<file path="config.mk">
export PLATFORM = sky130hd
export DESIGN_NAME = dssb_top
export DESIGN_NICKNAME = d
export VERILOG_FILES = /design/src/dssb_pkg.sv /design/src/dssb_top.sv
export SDC_FILE = /design/constraint.sdc
export NUM_CORES = 1
export LEC_CHECK = 0
export CAP_MARGIN = 20
export CORE_MARGIN = 2
export CORE_UTILIZATION = 50
export CTS_BUF_LIST = sky130_fd_sc_hd__clkbuf_4
export DETAILED_ROUTE_END_ITERATION = 12
export DONT_BUFFER_PORTS = 1
export GPL_TIMING_DRIVEN = 0
export PLACE_DENSITY = 0.68
export SKIP_LAST_GASP = 1
export SLEW_MARGIN = 15
export SYNTH_ARGS = -nofsm -noshare
export SYNTH_HDL_FRONTEND = slang
export SYNTH_SLANG_ARGS = --single-unit
</file>
<file path="constraint.sdc">
create_clock -name pclk -period 2.5 [get_ports pclk]
set_clock_uncertainty 0.2 [all_clocks]
set_input_delay 0.125 -clock pclk [delete_from_list [all_inputs] [get_ports pclk]]
set_output_delay 0.125 -clock pclk [all_outputs]
set_load 0.05 [all_outputs]
</file>
<file path="src/dssb_pkg.sv">
// constants, types and field layout for the drive safe stop and brake block
// ==========================================
// Operation
// - timed safe stop: quick-stop ramp, then torque off after delay
// - zero delay means immediate torque off, nonzero means timed stop
// - with nonzero delay a terminal never trips torque off directly
// - delay timer keeps running even if selection is withdrawn
// - withdrawn during delay: torque off at expiry, then leave at once
// - selection on both channels, ramp command from one channel only
// - per-channel debounce filter with its own filter time
// - torque off or monitor response also closes brake safely
// - safe brake acts two-channel whatever the brake mode; modes 0,3 flagged
// - each torque off with safe brake active closes brake at once and forces a brake test
// - brake wiring checked when the brake changes state or torque off is entered with safe brake active
// - safe brake inactive unless a monitor is enabled equally on both sides
// - power side watches control side and closes brake if it fails
// - fault on either side cuts brake current and forces safe state
// - functions run once per monitoring cycle, telegrams every two
// - terminal torque off within two to four cycles, brake four to eight
// - terminal timed stop starts braking within two to four cycles
// - telegram torque off after five cycles, brake four to ten
// - telegram timed stop: torque off five cycles plus the delay
// - timed stop state shown in status and per-side notices
// - torque off: each channel cuts pulses on its own path, brake closes
// - channels disagreeing beyond tolerance raise a stop fault
package dssb_pkg;

  // ==========================================
  // timing
  localparam int CLK_PERIOD_NS = 25;
  localparam int MON_CYCLE_US = 4000;
  localparam int MON_CYCLE_CLKS = MON_CYCLE_US * 1000 / CLK_PERIOD_NS;
  localparam int TICK_W = 24;
  localparam logic [3:0] BRAKE_TEST_TICKS = 4'h2;
  localparam logic [7:0] WD_TICKS = 8'h04;

  // ==========================================
  // register offsets
  localparam logic [7:0] OFS_FAULT = 8'h00;
  localparam logic [7:0] OFS_DLY_C = 8'h04;
  localparam logic [7:0] OFS_DLY_P = 8'h08;
  localparam logic [7:0] OFS_FILT = 8'h0c;
  localparam logic [7:0] OFS_TOL = 8'h10;
  localparam logic [7:0] OFS_EN = 8'h14;
  localparam logic [7:0] OFS_STAT = 8'h18;

  // ==========================================
  // reset values and fields
  localparam logic [15:0] RST_DLY = 16'h0000;
  localparam logic [15:0] RST_FILT = 16'h0000;
  localparam logic [15:0] RST_TOL = 16'h0404;
  localparam logic [15:0] RST_EN = 16'h0000;
  localparam int EN_SAFE_C_LSB = 0;
  localparam int EN_SAFE_P_LSB = 4;
  localparam int EN_BRK_C = 8;
  localparam int EN_BRK_P = 9;
  localparam int EN_MODE_LSB = 12;
  localparam int FLT_XCHECK = 0;
  localparam int FLT_BRAKE = 1;
  localparam int FLT_WDOG = 2;

  // ==========================================
  // channel sequence
  typedef enum logic [1:0] {
    CH_RUN = 2'b00,
    CH_DELAY = 2'b01,
    CH_STO = 2'b10
  } dssb_mode_type;

  typedef struct packed {
    dssb_mode_type st;
    logic [15:0] tmr;
    logic wd;
  } dssb_chan_type;

endpackage

</file>
<file path="src/dssb_top.sv">
// safe stop sequencing and two-channel safe brake control with apb registers
`timescale 1ns/1ps
module dssb_top import dssb_pkg::*; #(
  parameter int MON_CYCLES = MON_CYCLE_CLKS
) (
  // clock and reset
  input wire logic pclk,
  input wire logic presetn,
  // apb slave
  input wire logic psel,
  input wire logic penable,
  input wire logic pwrite,
  input wire logic [7:0] paddr,
  input wire logic [31:0] pwdata,
  output logic [31:0] prdata,
  output logic pready,
  output logic pslverr,
  // selection inputs
  input wire logic sel_ctrl_n,
  input wire logic sel_pwr_n,
  input wire logic tel_valid,
  input wire logic tel_sto_sel,
  // drive and brake side
  input wire logic brake_release_req,
  input wire logic brake_current_fb,
  input wire logic ctrl_heartbeat,
  output logic pulse_en_ctrl,
  output logic pulse_en_pwr,
  output logic quick_stop_ramp_command,
  output logic brake_high_switch,
  output logic brake_low_switch,
  output logic stop_notice_control_side,
  output logic stop_notice_power_side
);

  // ==========================================
  // state
  typedef struct packed {
    logic [TICK_W-1:0] tick_cnt;
    logic tick;
    logic tel_phase;
    logic tel_sel;
    logic tel_eval;
    logic [2:0] tel_pipe;
    logic flt_c;
    logic flt_p;
    logic [7:0] fcnt_c;
    logic [7:0] fcnt_p;
    dssb_chan_type ch_c;
    dssb_chan_type ch_p;
    logic [7:0] xcnt;
    logic [2:0] fault;
    logic brake_open;
    logic [3:0] test_cnt;
    logic hb_prev;
    logic [7:0] wd_cnt;
    logic [15:0] dly_c;
    logic [15:0] dly_p;
    logic [15:0] filt;
    logic [15:0] tol;
    logic [15:0] en;
    logic [31:0] prdata;
    logic pready;
    logic pslverr;
    logic pen_c;
    logic pen_p;
    logic qstop;
    logic brk_hs;
    logic brk_ls;
    logic note_c;
    logic note_p;
  } dssb_state_type;

  dssb_state_type s;
  dssb_state_type next_s;

  // ==========================================
  // helpers
  function automatic logic [8:0] dssb_filter(logic flt, logic [7:0] cnt, logic raw, logic [7:0] lim);
    logic [8:0] r;
    r = {flt, 8'h00};
    if (raw != flt) begin
      if (cnt >= lim) begin
        r = {raw, 8'h00};
      end else begin
        r = {flt, cnt + 8'h01};
      end
    end
    return r;
  endfunction

  function automatic dssb_chan_type dssb_chan_step(dssb_chan_type c, logic sel, logic trip,
                                                   logic [15:0] dly);
    dssb_chan_type n;
    n = c;
    case (c.st)
      CH_RUN: begin
        if (trip || (sel && dly == 16'h0000)) begin
          n.st = CH_STO;
        end else if (sel) begin
          n.st = CH_DELAY;
          n.tmr = dly;
          n.wd = 1'b0;
        end
      end
      CH_DELAY: begin
        n.tmr = c.tmr - 16'h0001;
        if (!sel) begin
          n.wd = 1'b1;
        end
        if (trip || c.tmr <= 16'h0001) begin
          n.st = CH_STO;
        end
      end
      CH_STO: begin
        if (!sel && !trip) begin
          n.st = CH_RUN;
          n.wd = 1'b0;
        end
      end
      default: begin
        n.st = CH_STO;
      end
    endcase
    return n;
  endfunction

  // ==========================================
  // combinational view
  logic access;
  logic hit;
  logic wr_en;
  logic sbc_act;
  logic mode_warn;
  logic sel_c;
  logic sel_p;
  logic trip;
  logic any_sto;
  logic next_any_sto;
  logic brake_want;
  logic [2:0] fault_set;
  logic [2:0] fault_clr;
  logic [8:0] fres_c;
  logic [8:0] fres_p;
  logic [31:0] rd_val;

  always_comb begin
    next_s = s;
    fault_set = 3'h0;
    fault_clr = 3'h0;
    rd_val = 32'h0000_0000;
    // filter results only mean something on a tick; zero keeps them from latching
    fres_c = 9'h000;
    fres_p = 9'h000;
    access = psel && penable;
    hit = (paddr == OFS_FAULT) || (paddr == OFS_DLY_C) || (paddr == OFS_DLY_P) ||
          (paddr == OFS_FILT) || (paddr == OFS_TOL) || (paddr == OFS_EN) || (paddr == OFS_STAT);
    wr_en = access && s.pready && pwrite && hit;
    // safe brake needs an equal nonzero monitor enable on both sides
    sbc_act = s.en[EN_BRK_C] && s.en[EN_BRK_P] && (s.en[EN_SAFE_C_LSB +: 4] == s.en[EN_SAFE_P_LSB +: 4]) &&
              (s.en[EN_SAFE_C_LSB +: 4] != 4'h0);
    mode_warn = (s.en[EN_MODE_LSB +: 2] == 2'b00) || (s.en[EN_MODE_LSB +: 2] == 2'b11);
    trip = s.fault != 3'h0;
    // active-low terminal, or a telegram selection, asks for the stop
    sel_c = s.flt_c || s.tel_pipe[2];
    sel_p = s.flt_p || s.tel_pipe[2];
    any_sto = (s.ch_c.st == CH_STO) || (s.ch_p.st == CH_STO);

    // monitoring cycle divider
    next_s.tick = 1'b0;
    if (s.tick_cnt == TICK_W'(MON_CYCLES - 1)) begin
      next_s.tick_cnt = '0;
      next_s.tick = 1'b1;
    end else begin
      next_s.tick_cnt = s.tick_cnt + TICK_W'(1);
    end

    // telegram held until its scan slot, then delayed through the pipe
    if (tel_valid) begin
      next_s.tel_sel = tel_sto_sel;
    end
    next_s.hb_prev = ctrl_heartbeat;
    if (ctrl_heartbeat != s.hb_prev) begin
      next_s.wd_cnt = 8'h00;
    end

    if (s.tick) begin
      next_s.tel_phase = !s.tel_phase;
      if (s.tel_phase) begin
        next_s.tel_eval = s.tel_sel;
      end
      next_s.tel_pipe = {s.tel_pipe[1:0], s.tel_eval};

      // debounce per channel, low level selects
      fres_c = dssb_filter(s.flt_c, s.fcnt_c, !sel_ctrl_n, s.filt[7:0]);
      fres_p = dssb_filter(s.flt_p, s.fcnt_p, !sel_pwr_n, s.filt[15:8]);
      next_s.flt_c = fres_c[8];
      next_s.fcnt_c = fres_c[7:0];
      next_s.flt_p = fres_p[8];
      next_s.fcnt_p = fres_p[7:0];

      // both channels run their own sequence on every tick
      next_s.ch_c = dssb_chan_step(s.ch_c, sel_c, trip, s.dly_c);
      next_s.ch_p = dssb_chan_step(s.ch_p, sel_p, trip, s.dly_p);

      // cross-comparison of the two filtered selections
      if (s.flt_c != s.flt_p) begin
        next_s.xcnt = s.xcnt + 8'h01;
        if (s.xcnt >= s.tol[7:0] || s.xcnt >= s.tol[15:8]) begin
          fault_set[FLT_XCHECK] = 1'b1;
        end
      end else begin
        next_s.xcnt = 8'h00;
      end

      // control side silent too long: power side takes over
      if (ctrl_heartbeat == s.hb_prev) begin
        if (s.wd_cnt >= WD_TICKS) begin
          fault_set[FLT_WDOG] = 1'b1;
        end else begin
          next_s.wd_cnt = s.wd_cnt + 8'h01;
        end
      end

      // brake feedback only judged after a state change settles
      if (s.test_cnt != 4'h0) begin
        next_s.test_cnt = s.test_cnt - 4'h1;
        if (s.test_cnt == 4'h1 && brake_current_fb != s.brake_open) begin
          fault_set[FLT_BRAKE] = 1'b1;
        end
      end
    end

    next_any_sto = (next_s.ch_c.st == CH_STO) || (next_s.ch_p.st == CH_STO);

    // brake: mode setting never overrides the safe close
    brake_want = brake_release_req && !trip;
    if (sbc_act && next_any_sto) begin
      brake_want = 1'b0;
    end
    next_s.brake_open = brake_want;
    if (brake_want != s.brake_open || (sbc_act && next_any_sto && !any_sto)) begin
      next_s.test_cnt = BRAKE_TEST_TICKS;
    end
    // both switches drop together so one welded switch still cuts current
    next_s.brk_hs = brake_want;
    next_s.brk_ls = brake_want;

    // pulse paths are independent per channel
    next_s.pen_c = next_s.ch_c.st != CH_STO;
    next_s.pen_p = next_s.ch_p.st != CH_STO;
    next_s.qstop = next_s.ch_c.st == CH_DELAY;
    next_s.note_c = next_s.ch_c.st == CH_DELAY;
    next_s.note_p = next_s.ch_p.st == CH_DELAY;

    // apb: one wait state, data and error with pready
    case (paddr)
      OFS_FAULT: rd_val = {29'h0, s.fault};
      OFS_DLY_C: rd_val = {16'h0, s.dly_c};
      OFS_DLY_P: rd_val = {16'h0, s.dly_p};
      OFS_FILT: rd_val = {16'h0, s.filt};
      OFS_TOL: rd_val = {16'h0, s.tol};
      OFS_EN: rd_val = {16'h0, s.en};
      OFS_STAT: rd_val = {20'h0, sbc_act, mode_warn, s.brake_open, s.ch_p.wd, s.ch_c.wd, s.ch_p.st,
                          s.ch_c.st, s.flt_p, s.flt_c, s.qstop};
      default: rd_val = 32'h0000_0000;
    endcase
    next_s.pready = access && !s.pready;
    next_s.pslverr = access && !s.pready && !hit;
    next_s.prdata = (access && !s.pready && !pwrite) ? rd_val : 32'h0000_0000;
    if (wr_en) begin
      case (paddr)
        OFS_FAULT: fault_clr = pwdata[2:0];
        OFS_DLY_C: next_s.dly_c = pwdata[15:0];
        OFS_DLY_P: next_s.dly_p = pwdata[15:0];
        OFS_FILT: next_s.filt = pwdata[15:0];
        OFS_TOL: next_s.tol = pwdata[15:0];
        OFS_EN: next_s.en = pwdata[15:0];
        default: fault_clr = 3'h0;
      endcase
    end
    // a new fault beats a clear in the same cycle
    next_s.fault = (s.fault & ~fault_clr) | fault_set;
  end

  // ==========================================
  // registers
  always_ff @(posedge pclk or negedge presetn) begin
    if (!presetn) begin
      s <= '0;
      s.ch_c.st <= CH_STO;
      s.ch_p.st <= CH_STO;
      s.dly_c <= RST_DLY;
      s.dly_p <= RST_DLY;
      s.filt <= RST_FILT;
      s.tol <= RST_TOL;
      s.en <= RST_EN;
    end else begin
      s <= next_s;
    end
  end

  assign prdata = s.prdata;
  assign pready = s.pready;
  assign pslverr = s.pslverr;
  assign pulse_en_ctrl = s.pen_c;
  assign pulse_en_pwr = s.pen_p;
  assign quick_stop_ramp_command = s.qstop;
  assign brake_high_switch = s.brk_hs;
  assign brake_low_switch = s.brk_ls;
  assign stop_notice_control_side = s.note_c;
  assign stop_notice_power_side = s.note_p;
endmodule

</file>
==> summary.txt, run 1 <==
Detailed routing
  • WL/cell: 19.2 µm
  • DR vias: 9047
  • Vias per inst: 5.86
  • Drt initial violations: 657
  • TritonRoute pass-1 iters: 7
  • Post-Route WL: 29.6 mm
  • Post-route antenna net violation count: 0
  • DRC: 0

Logic synthesis
  • Seq cells post-synth: 214
  • Yosys top cell area share: 47.4%
  • Synth Warn #: 0
  • Ys flop type: dfrtp_1
  • Yosys cell types: 68
  • Most common cell in the netlist: dfrtp_1
  • Leading area contributor after synthesis: dfrtp_1
  • Seq/Total Area, Yosys: 48.3%
  • Post-synth EDFFs: 0
  • Dominant cells by area after synthesis: dfrtp_1 47%, mux2_2 8.6%, ha_1 5.0%
  • Synth Cell Area: 0.0111 mm²
  • Avg Cell Area, Syn: 10.4 µm²
  • Mapped Cells: 1070
  • Synth top cells by count: 210 x dfrtp_1, 86 x nor2_1, 85 x mux2_2
  • Asr flop ratio synth: 100%

Floorplan
  • Core ar.: 0.0218 mm²
  • Die Area: 0.0234 mm²
  • Die W: 153 µm
  • Die Ht: 153 µm
  • I/O pin count: 93
  • Std cell rows: 54
  • Initial Utilization: 50.9%

Clocking
  • Skew-Pair Late Insertion Delay: 0.71 ns
  • Clock sinks: 214
  • Clock Root Buffer: clkbuf_4
  • H-tree lvl count: 2
  • CTS tree: done
  • Clock-pin slew on the worst setup and hold paths: 0.07 ns
  • Clock Tree Buf Depth: 3
  • Cts bufs inserted: 59

Cells and area
  • Final Cell Area: 0.0132 mm²
  • Final core occ: 60.5%
  • Fillcell total: 1828
  • Area grow syn2layout: 19.0%
  • Share of cells above drive strength 1: 24.9%
  • Final #Nets: 1308
  • Final cell count without fillers: 1543

Worst setup path
  • Cell family with most CP delay: compound AO/OA/AOI/OAI gates
  • Reg2reg start: s[136]
  • R2R depth: 8
  • Crit-path max cell delay: 0.61 ns
  • Max FO, Critical Path: 5
  • CP Launch Type: flip-flop
  • CP max stage cell: or4b_4
  • CP Buf/Inv Count: 0
  • R2R setup slack: -0.39 ns
  • Reg-to-Reg End: s[133]
  • Arr. time, crit path: 3.26 ns
  • CP endpoint kind: flip-flop
  • Crit path cell chain: or4b_4 > o32ai_4 > a21oi_2 > a31o_1 > a32o_2 > mux2_4 > mux2i_4 > nor2_1
  • CP required: 2.87 ns
  • WS Path Type: reg -> reg

Worst hold path
  • Hold crit path type: in -> async

STA
  • Min Tclk post-route: 2.89 ns
  • Final hold violation count: 219
  • FMAX: 346 MHz
  • Setup tns final: -4.38 ns
  • Tcrit/Tclk final: 116%
  • Final Slew Violations: 0
  • Hold_ws: -1.08 ns
  • Worst slew pin tran: 0.776 ns
  • Setup ws final: -0.390 ns
  • Max-slew headroom: 48.3%
  • Final setup vio count: 46
  • RSZ-0062 raised after global routing: true

Place
  • GP Congestion: 0.915
  • DP Wirelength: 20.0 mm
  • Placed Instance Area: 0.0115 mm²
  • Dpl cells: 1365
  • Dpl ws: -0.465 ns
  • Port bufs: 0

Run
  • Max-cap viol count: 0

GRT
  • Initial antenna violation count: 4
  • Vias in the first global route: 8917
  • Global route overflow: 0
  • Global-route wire length before repair: 47.0 mm
  • Pin count of the biggest net entering global routing: 215
  • Tot GR Track Use: 25.0%

Pwr
  • Tot Pwr: 6.87 mW
  • Power Dens Cells: 520 mW/mm²
  • P_leak: 6.07 nW
  • Peak VDD IR: 0.317 mV

Outcome
  • Failing checks: hold timing, setup timing
  • Status: finished with violations
-- power breakdown --
| part | switching, mW | leakage, nW | internal, mW | total [mW] |
|---|---|---|---|---|
| combinational | 0.120 | 2.72 | 0.0782 | 0.198 |
| clock | 1.48 | 0.458 | 1.71 | 3.19 |
| sequential | 0.0158 | 2.89 | 3.47 | 3.48 |
-- timing repair --
item / 4_1_cts / 5_1_grt
setup endpoints to repair: 107 / 148
gates resized for setup: 27 / 61
pin swaps: 2 / 12
endpoints found under the hold margin: 346 / 241
cloned: 0 / 1
hold buffers: 49 / 3
setup buffers: 4 / 13
-- area by class of cell --
class | count | area, µm² | share of cell area, %
antenna | 3 | 7.51 | 0.0568
multi-input combinational | 741 | 5460 | 41.3
sequential | 214 | 5370 | 40.7
inverter | 61 | 231 | 1.75
clock inverter | 14 | 56.3 | 0.426
buffer | 69 | 403 | 3.05
clock buffer | 95 | 713 | 5.40
timing repair buffer | 66 | 623 | 4.72
tap | 280 | 350 | 2.65
-- per-layer routing --
metal  share of wire, %  track usage [%]  wire (µm)
met4                3.3             9.96        987
met3                8.4             6.92       2490
met1                 44             33.9      13000
met2                 44             38.2      13100
met5              0.027                0          8
-- flip-flops by register name (all words and copies together) (netlist names) --
name and cells:
brake_low_switch 1, stop_notice_control_side 1, stop_notice_power_side 1, s 191
pready 1, prdata 16, pulse_en_pwr 1, pslverr 1
pulse_en_ctrl 1
-- logic make-up after synthesis --
| logic type | synth area share [%] |
|---|---|
| and+or+nand+nor | 13.1 |
| buffers and inverters | 5.58 |
| muxes | 9.59 |
| other | 0.0338 |
| DFF | 48.3 |
| xor gates and xnor gates | 3.08 |
| adders and majority gates | 4.96 |
| AOI/OAI and AO/OA | 15.4 |
-- worst max-delay path by stage --
stage                       from     end  slack (ns)  cells past startpoint
after floorplan           s[155]  s[132]       -0.08                      8
after global placement    s[135]  s[132]       -0.46                      8
after detailed placement  s[135]  s[132]       -0.47                      7
after CTS                 s[136]  s[132]       -0.34                      8
after global routing      s[136]  s[133]       -0.48                      8
final                     s[136]  s[133]       -0.39                      8
-- layout by cell type (no fill, tap or decap), types with 5 or more instances in the layout --
master	count
a21o_1	10
a21oi_1	43
a222oi_1	9
a22oi_1	39
a31oi_1	17
a32oi_1	11
and2_1	12
and3_1	13
buf_4	51
clkbuf_1	20
clkbuf_2	12
clkbuf_4	95
clkinv_1	13
conb_1	16
dfrtp_1	201
dfrtp_2	9
dlygate4sd3_1	47
ha_1	44
inv_1	57
mux2_2	85
mux2i_1	6
nand2_1	47
nand2b_1	12
nand3_1	31
nand4_1	10
nor2_1	81
nor2_2	5
nor2b_1	5
nor3_1	23
nor4_1	8
nor4_4	5
o21ai_0	64
o2bb2ai_1	11
or3_1	5
xnor2_1	20
xor2_1	19
Power figures use the tool's default switching activity.
==> run 2: changes to the inputs <==
--- a/config.mk
+++ b/config.mk
@@ -6,7 +6,6 @@
 export NUM_CORES = 1
 export LEC_CHECK = 0
 export CAP_MARGIN = 20
-export CORE_MARGIN = 2
 export CORE_UTILIZATION = 50
 export CTS_BUF_LIST = sky130_fd_sc_hd__clkbuf_4
 export DETAILED_ROUTE_END_ITERATION = 12
==> constraint.sdc (replaced) <==
create_clock -name pclk -period 2.5 [get_ports pclk]
set_clock_uncertainty 0.2 [all_clocks]
set_input_delay 0.375 -clock pclk [delete_from_list [all_inputs] [get_ports pclk]]
set_output_delay 0.375 -clock pclk [all_outputs]
set_load 0.05 [all_outputs]
==> summary.txt, run 2 (synthesis gave the netlist of run 1 again) <==
STA
  • RSZ-0062 raised after global routing: true
  • Max-slew headroom: 48.9%
  • Setup ws final: -0.346 ns
  • Final Slew Violations: 0
  • Worst slew pin tran: 0.756 ns
  • Hold_ws: -0.801 ns
  • Final setup vio count: 7
  • Final hold violation count: 214
  • FMAX: 351 MHz
  • Setup tns final: -1.90 ns
  • Min Tclk post-route: 2.85 ns
  • Tcrit/Tclk final: 114%

Clocking
  • Hold_buf cts: 28
  • Clock Root Buffer: clkbuf_4
  • CTS tree: done
  • H-tree lvl count: 2
  • Skew-Pair Late Insertion Delay: 0.68 ns
  • Cts bufs inserted: 58
  • Clock Tree Buf Depth: 3
  • Clock-pin slew on the worst setup and hold paths: 0.06 ns
  • Clock sinks: 214

Cells and area
  • Max reg flops: 191
  • Final cell count without fillers: 1519
  • Final core occ: 58.9%
  • Most common cell after layout, fill and taps aside: dfrtp_1
  • Share of cells above drive strength 1: 23.6%
  • Final #Nets: 1287
  • Most frequent cells in the layout: 205 x dfrtp_1, 93 x clkbuf_4, 85 x mux2_2, 84 x nor2_1, 65 x o21ai_0
  • Biggest register: s
  • Area grow syn2layout: 15.9%

Outcome
  • Status: finished with violations
  • Failing checks: hold timing, setup timing

Floorplan
  • Die Area: 0.0228 mm²
  • Initial Utilization: 50.9%
  • Die W: 151 µm
  • Std cell rows: 54
  • I/O pin count: 93
  • Die Ht: 151 µm
  • Core ar.: 0.0218 mm²

Pwr
  • Logic pwr share: 2.5%
  • Net switching power: 1.58 mW
  • Peak VDD IR: 0.277 mV
  • Clock power share: 46.0%
  • P_leak: 5.88 nW
  • Switching share of power: 23.3%
  • Pint: 5.18 mW
  • Power Dens Cells: 526 mW/mm²
  • Sequential cell fraction of total power: 51.5%

Worst setup path
  • CP Launch Type: flip-flop
  • WS Path Type: reg -> reg
  • Arr. time, crit path: 3.18 ns
  • CP required: 2.83 ns
  • CP endpoint kind: flip-flop
  • Max FO, Critical Path: 4

Place
  • Dpl cells: 1365
  • GP Congestion: 0.948
  • DP Wirelength: 20.0 mm
  • Dpl ws: -0.492 ns
  • Port bufs: 0

Worst hold path
  • Hold crit path type: in -> async

GRT
  • Tot GR Track Use: 26.5%
  • Pin count of the biggest net entering global routing: 215
  • Initial antenna violation count: 4
  • Global-route wire length before repair: 46.3 mm
  • Vias in the first global route: 8700
  • Global route overflow: 0

Run
  • Max-cap viol count: 0

Detailed routing
  • Vias per inst: 5.89
  • DRC: 0
  • Drt initial violations: 693
  • DR vias: 8942
  • WL/cell: 19.0 µm
  • Post-route antenna net violation count: 0
  • Post-Route WL: 28.9 mm
  • TritonRoute pass-1 iters: 6
run 2: cell count changes in the layout (fill, tap and decap cells not counted), sizes merged:
| cell | before | now |
|---|---|---|
| buf | 54 | 53 |
| clkinv | 13 | 12 |
| o21ai | 71 | 70 |
| clkinvlp | 1 | 0 |
| dlymetal6s4s | 2 | 0 |
| dlygate4sd3 | 47 | 28 |
| diode | 3 | 4 |
run 2: worst paths after layout:
check / to / startpoint / slack (ns) / cells after the start
worst max-delay path: s[132] / s[137] / -0.35 / 8
worst min-delay path: s[172] / presetn / -0.80 / 0
worst max register to register: s[132] / s[137] / -0.35 / 8
worst min register to register: s[207] / s[207] / 0.27 / 1
max in group asynchronous: s[200] / presetn / 2.48 / 0
min in group pclk: prdata[3] / paddr[3] / 0.04 / 4
run 2: per-stage QoR:
step           instance area (µm²)  total power [mW]  hold slack, ns
5_1_grt                      12900              7.05          -0.856
3_5_place_dp                 11500              3.66          -0.111
4_1_cts                      12700              6.83          -0.847
6_report                     12900              6.76          -0.801
3_3_place_gp                 11500              3.65          -0.111
2_1_floorplan                11200              3.65          -0.121
run 2: worst max-delay path: stages, from the launching register on:
cell and delay, ns:
dfrtp_2 0.46, or4b_4 0.60, o32ai_2 0.22, a21oi_1 0.06, a31o_2 0.24, a32o_2 0.29
mux2_4 0.32, mux2i_4 0.24, a311oi_2 0.06
run 2: final cells by class:
class | instances | area (µm²)
plain buffers | 70 | 403
diodes | 4 | 10.0
flip-flops and latches | 214 | 5370
multi-input cells | 740 | 5340
clock inverters | 12 | 48.8
fillers | 1887 | 8960
inverters | 61 | 229
well taps | 280 | 350
repair buffers | 46 | 419
clock buffers | 92 | 691
run 2: what timing repair did:
action / in CTS / in global routing
endpoints found under the setup margin: 116 / 105
endpoints found under the hold margin: 335 / 214
pin swaps: 9 / 7
gates cloned: 0 / 0
gates resized for setup: 21 / 30
buffers inserted: 12 / 7
run 2: power by group through the flow:
stage | Clock (mW) | Sequential [mW] | Combinational (mW)
final | 3.11 | 3.48 | 0.171
after global routing | 3.39 | 3.48 | 0.180
after CTS | 3.18 | 3.48 | 0.169
after detailed placement | 0 | 3.55 | 0.108
after global placement | 0 | 3.55 | 0.108
after floorplan | 0 | 3.55 | 0.102
run 2: routing by layer:
metal / routed length [µm] / vias up / track usage [%] / part of all wire, %
met1: 12800 / 4388 / 37.1 / 44
met2: 12800 / 342 / 39.3 / 44
li1: - / 4139 / - / -
met4: 985 / 0 / 11.6 / 3.4
met5: 0 / - / 0 / 0
met3: 2320 / 73 / 5.90 / 8.0
==> run 3: changes to the inputs <==
--- a/config.mk
+++ b/config.mk
@@ -6,6 +6,7 @@
 export NUM_CORES = 1
 export LEC_CHECK = 0
 export CAP_MARGIN = 20
+export CORE_ASPECT_RATIO = 1.25
 export CORE_UTILIZATION = 50
 export CTS_BUF_LIST = sky130_fd_sc_hd__clkbuf_4
 export DETAILED_ROUTE_END_ITERATION = 12
==> summary.txt, run 3 (synthesis gave the netlist of run 1 again) <==
Detailed routing
  • Drt initial violations: 628
  • DR vias: 8869
  • TritonRoute pass-1 iters: 6
  • DRC: 0
  • Post-route antenna net violation count: 0
  • Post-Route WL: 28.7 mm
  • Vias per inst: 5.91
  • WL/cell: 19.1 µm

GRT
  • Global-route wire length before repair: 46.4 mm
  • Global route overflow: 0
  • Vias in the first global route: 8874
  • Pin count of the biggest net entering global routing: 215
  • Tot GR Track Use: 26.1%
  • Initial antenna violation count: 2

STA
  • Setup ws final: -0.340 ns
  • FMAX: 352 MHz
  • Final setup vio count: 4
  • Hold_ws: -0.807 ns
  • Max-slew headroom: 48.3%
  • Setup tns final: -1.26 ns
  • Final hold violation count: 214
  • Tcrit/Tclk final: 114%
  • Final Slew Violations: 0
  • RSZ-0062 raised after global routing: true
  • Worst slew pin tran: 0.772 ns
  • Min Tclk post-route: 2.84 ns

Place
  • Port bufs: 0
  • DP Wirelength: 20.2 mm
  • GP Congestion: 0.904

Outcome
  • Failing checks: hold timing, setup timing
  • Status: finished with violations

Clocking
  • Clock sinks: 214
  • Hold_buf cts: 27
  • Skew-Pair Late Insertion Delay: 0.69 ns
  • Clock Root Buffer: clkbuf_4
  • Cts bufs inserted: 55
  • Clock-pin slew on the worst setup and hold paths: 0.07 ns
  • CTS tree: done
  • Clock Tree Buf Depth: 3
  • H-tree lvl count: 2

Worst setup path
  • CP required: 2.83 ns
  • R2R depth: 8
  • Max FO, Critical Path: 4
  • CP Launch Type: flip-flop
  • Setup crit end: s[132]
  • Reg2reg start: s[135]
  • WS Path Type: reg -> reg
  • R2R setup slack: -0.34 ns
  • Crit. Startpoint: s[135]
  • Reg-to-Reg End: s[132]
  • CP endpoint kind: flip-flop
  • Arr. time, crit path: 3.17 ns

Cells and area
  • Biggest register: s
  • Most common cell after layout, fill and taps aside: dfrtp_1
  • Share of cells above drive strength 1: 23.1%
  • Max reg flops: 191
  • Final #Nets: 1277
  • Most frequent cells in the layout: 204 x dfrtp_1, 85 x mux2_2, 85 x clkbuf_4, 84 x nor2_1, 64 x o21ai_0
  • Area grow syn2layout: 15.5%
  • Final core occ: 59.3%

Floorplan
  • Std cell rows: 60
  • Initial Utilization: 51.3%
  • Die Ht: 169 µm
  • Die Area: 0.0228 mm²
  • I/O pin count: 93
  • Die W: 135 µm
  • Core ar.: 0.0216 mm²

Run
  • Max-cap viol count: 0

Pwr
  • Peak VDD IR: 0.341 mV
  • Power Dens Cells: 529 mW/mm²
  • P_leak: 5.84 nW

Worst hold path
  • Hold crit path type: in -> async
-- run 3: changes by cell type in the layout (fill, tap and decap cells not counted), sizes merged --
cell | previous run | this run
clkbuf | 127 | 119
buf | 53 | 48
clkinv | 12 | 8
bufinv | 0 | 2
diode | 4 | 3
dlygate4sd3 | 28 | 27
-- run 3: per-stage QoR --
stage | total power [mW] | instance area (µm²) | setup WS, ns | std cells
CTS | 6.86 | 12700 | -0.306 | 1493
floorplan | 3.65 | 11200 | -0.0831 | 1085
finish | 6.78 | 12800 | -0.340 | 1501
global placement | 3.66 | 11500 | -0.613 | 1364
detailed placement | 3.66 | 11500 | -0.644 | 1364
global route | 7.05 | 12800 | -0.430 | 1500
-- run 3: report_power, final --
| group | internal (mW) | switching (mW) | leakage (nW) | total [mW] |
|---|---|---|---|---|
| logic | 0.0625 | 0.109 | 2.50 | 0.172 |
| registers | 3.47 | 0.0164 | 2.90 | 3.48 |
| clock network | 1.73 | 1.39 | 0.432 | 3.12 |
-- run 3: layout make-up --
class | count | area (µm²)
fillers | 1859 | 8810
multi-input cells | 740 | 5370
flip-flops and latches | 214 | 5370
clock buffers | 85 | 638
plain buffers | 70 | 403
repair buffers | 39 | 360
well taps | 279 | 349
inverters | 61 | 229
clock inverters | 10 | 90.1
diodes | 3 | 7.51
-- run 3: worst max-delay path, stage by stage, from the launching register on --
cell and delay (ns):
dfrtp_2 0.45, or4b_4 0.60, o32ai_2 0.21, a21oi_1 0.07, a31o_1 0.22, a32o_2 0.32, mux2_4 0.32, mux2i_4 0.22
a311oi_1 0.08
-- run 3: metal layers --
| metal | vias up | routed length [µm] | global-route usage, % |
|---|---|---|---|
| li1 | 4135 | - | - |
| met1 | 4292 | 11100 | 30.4 |
| met2 | 343 | 14300 | 44.0 |
| met3 | 99 | 1680 | 5.06 |
| met4 | 0 | 1610 | 16.3 |
| met5 | - | 0 | 0 |
-- run 3: repair_timing --
item,4_1_cts,5_1_grt
setup buffers,7,5
hold endpoints to repair,334,214
resized for setup,26,35
setup endpoints to repair,118,90
pin swaps,4,7
-- run 3: how the worst min path moves through the flow --
stage                     slack, ns               end    start
after detailed placement      -0.11            s[156]  presetn
after global routing          -0.85            s[195]  presetn
after CTS                     -0.86            s[195]  presetn
after global placement        -0.11            s[156]  presetn
after floorplan               -0.12  brake_low_switch  presetn
final                         -0.81            s[161]  presetn
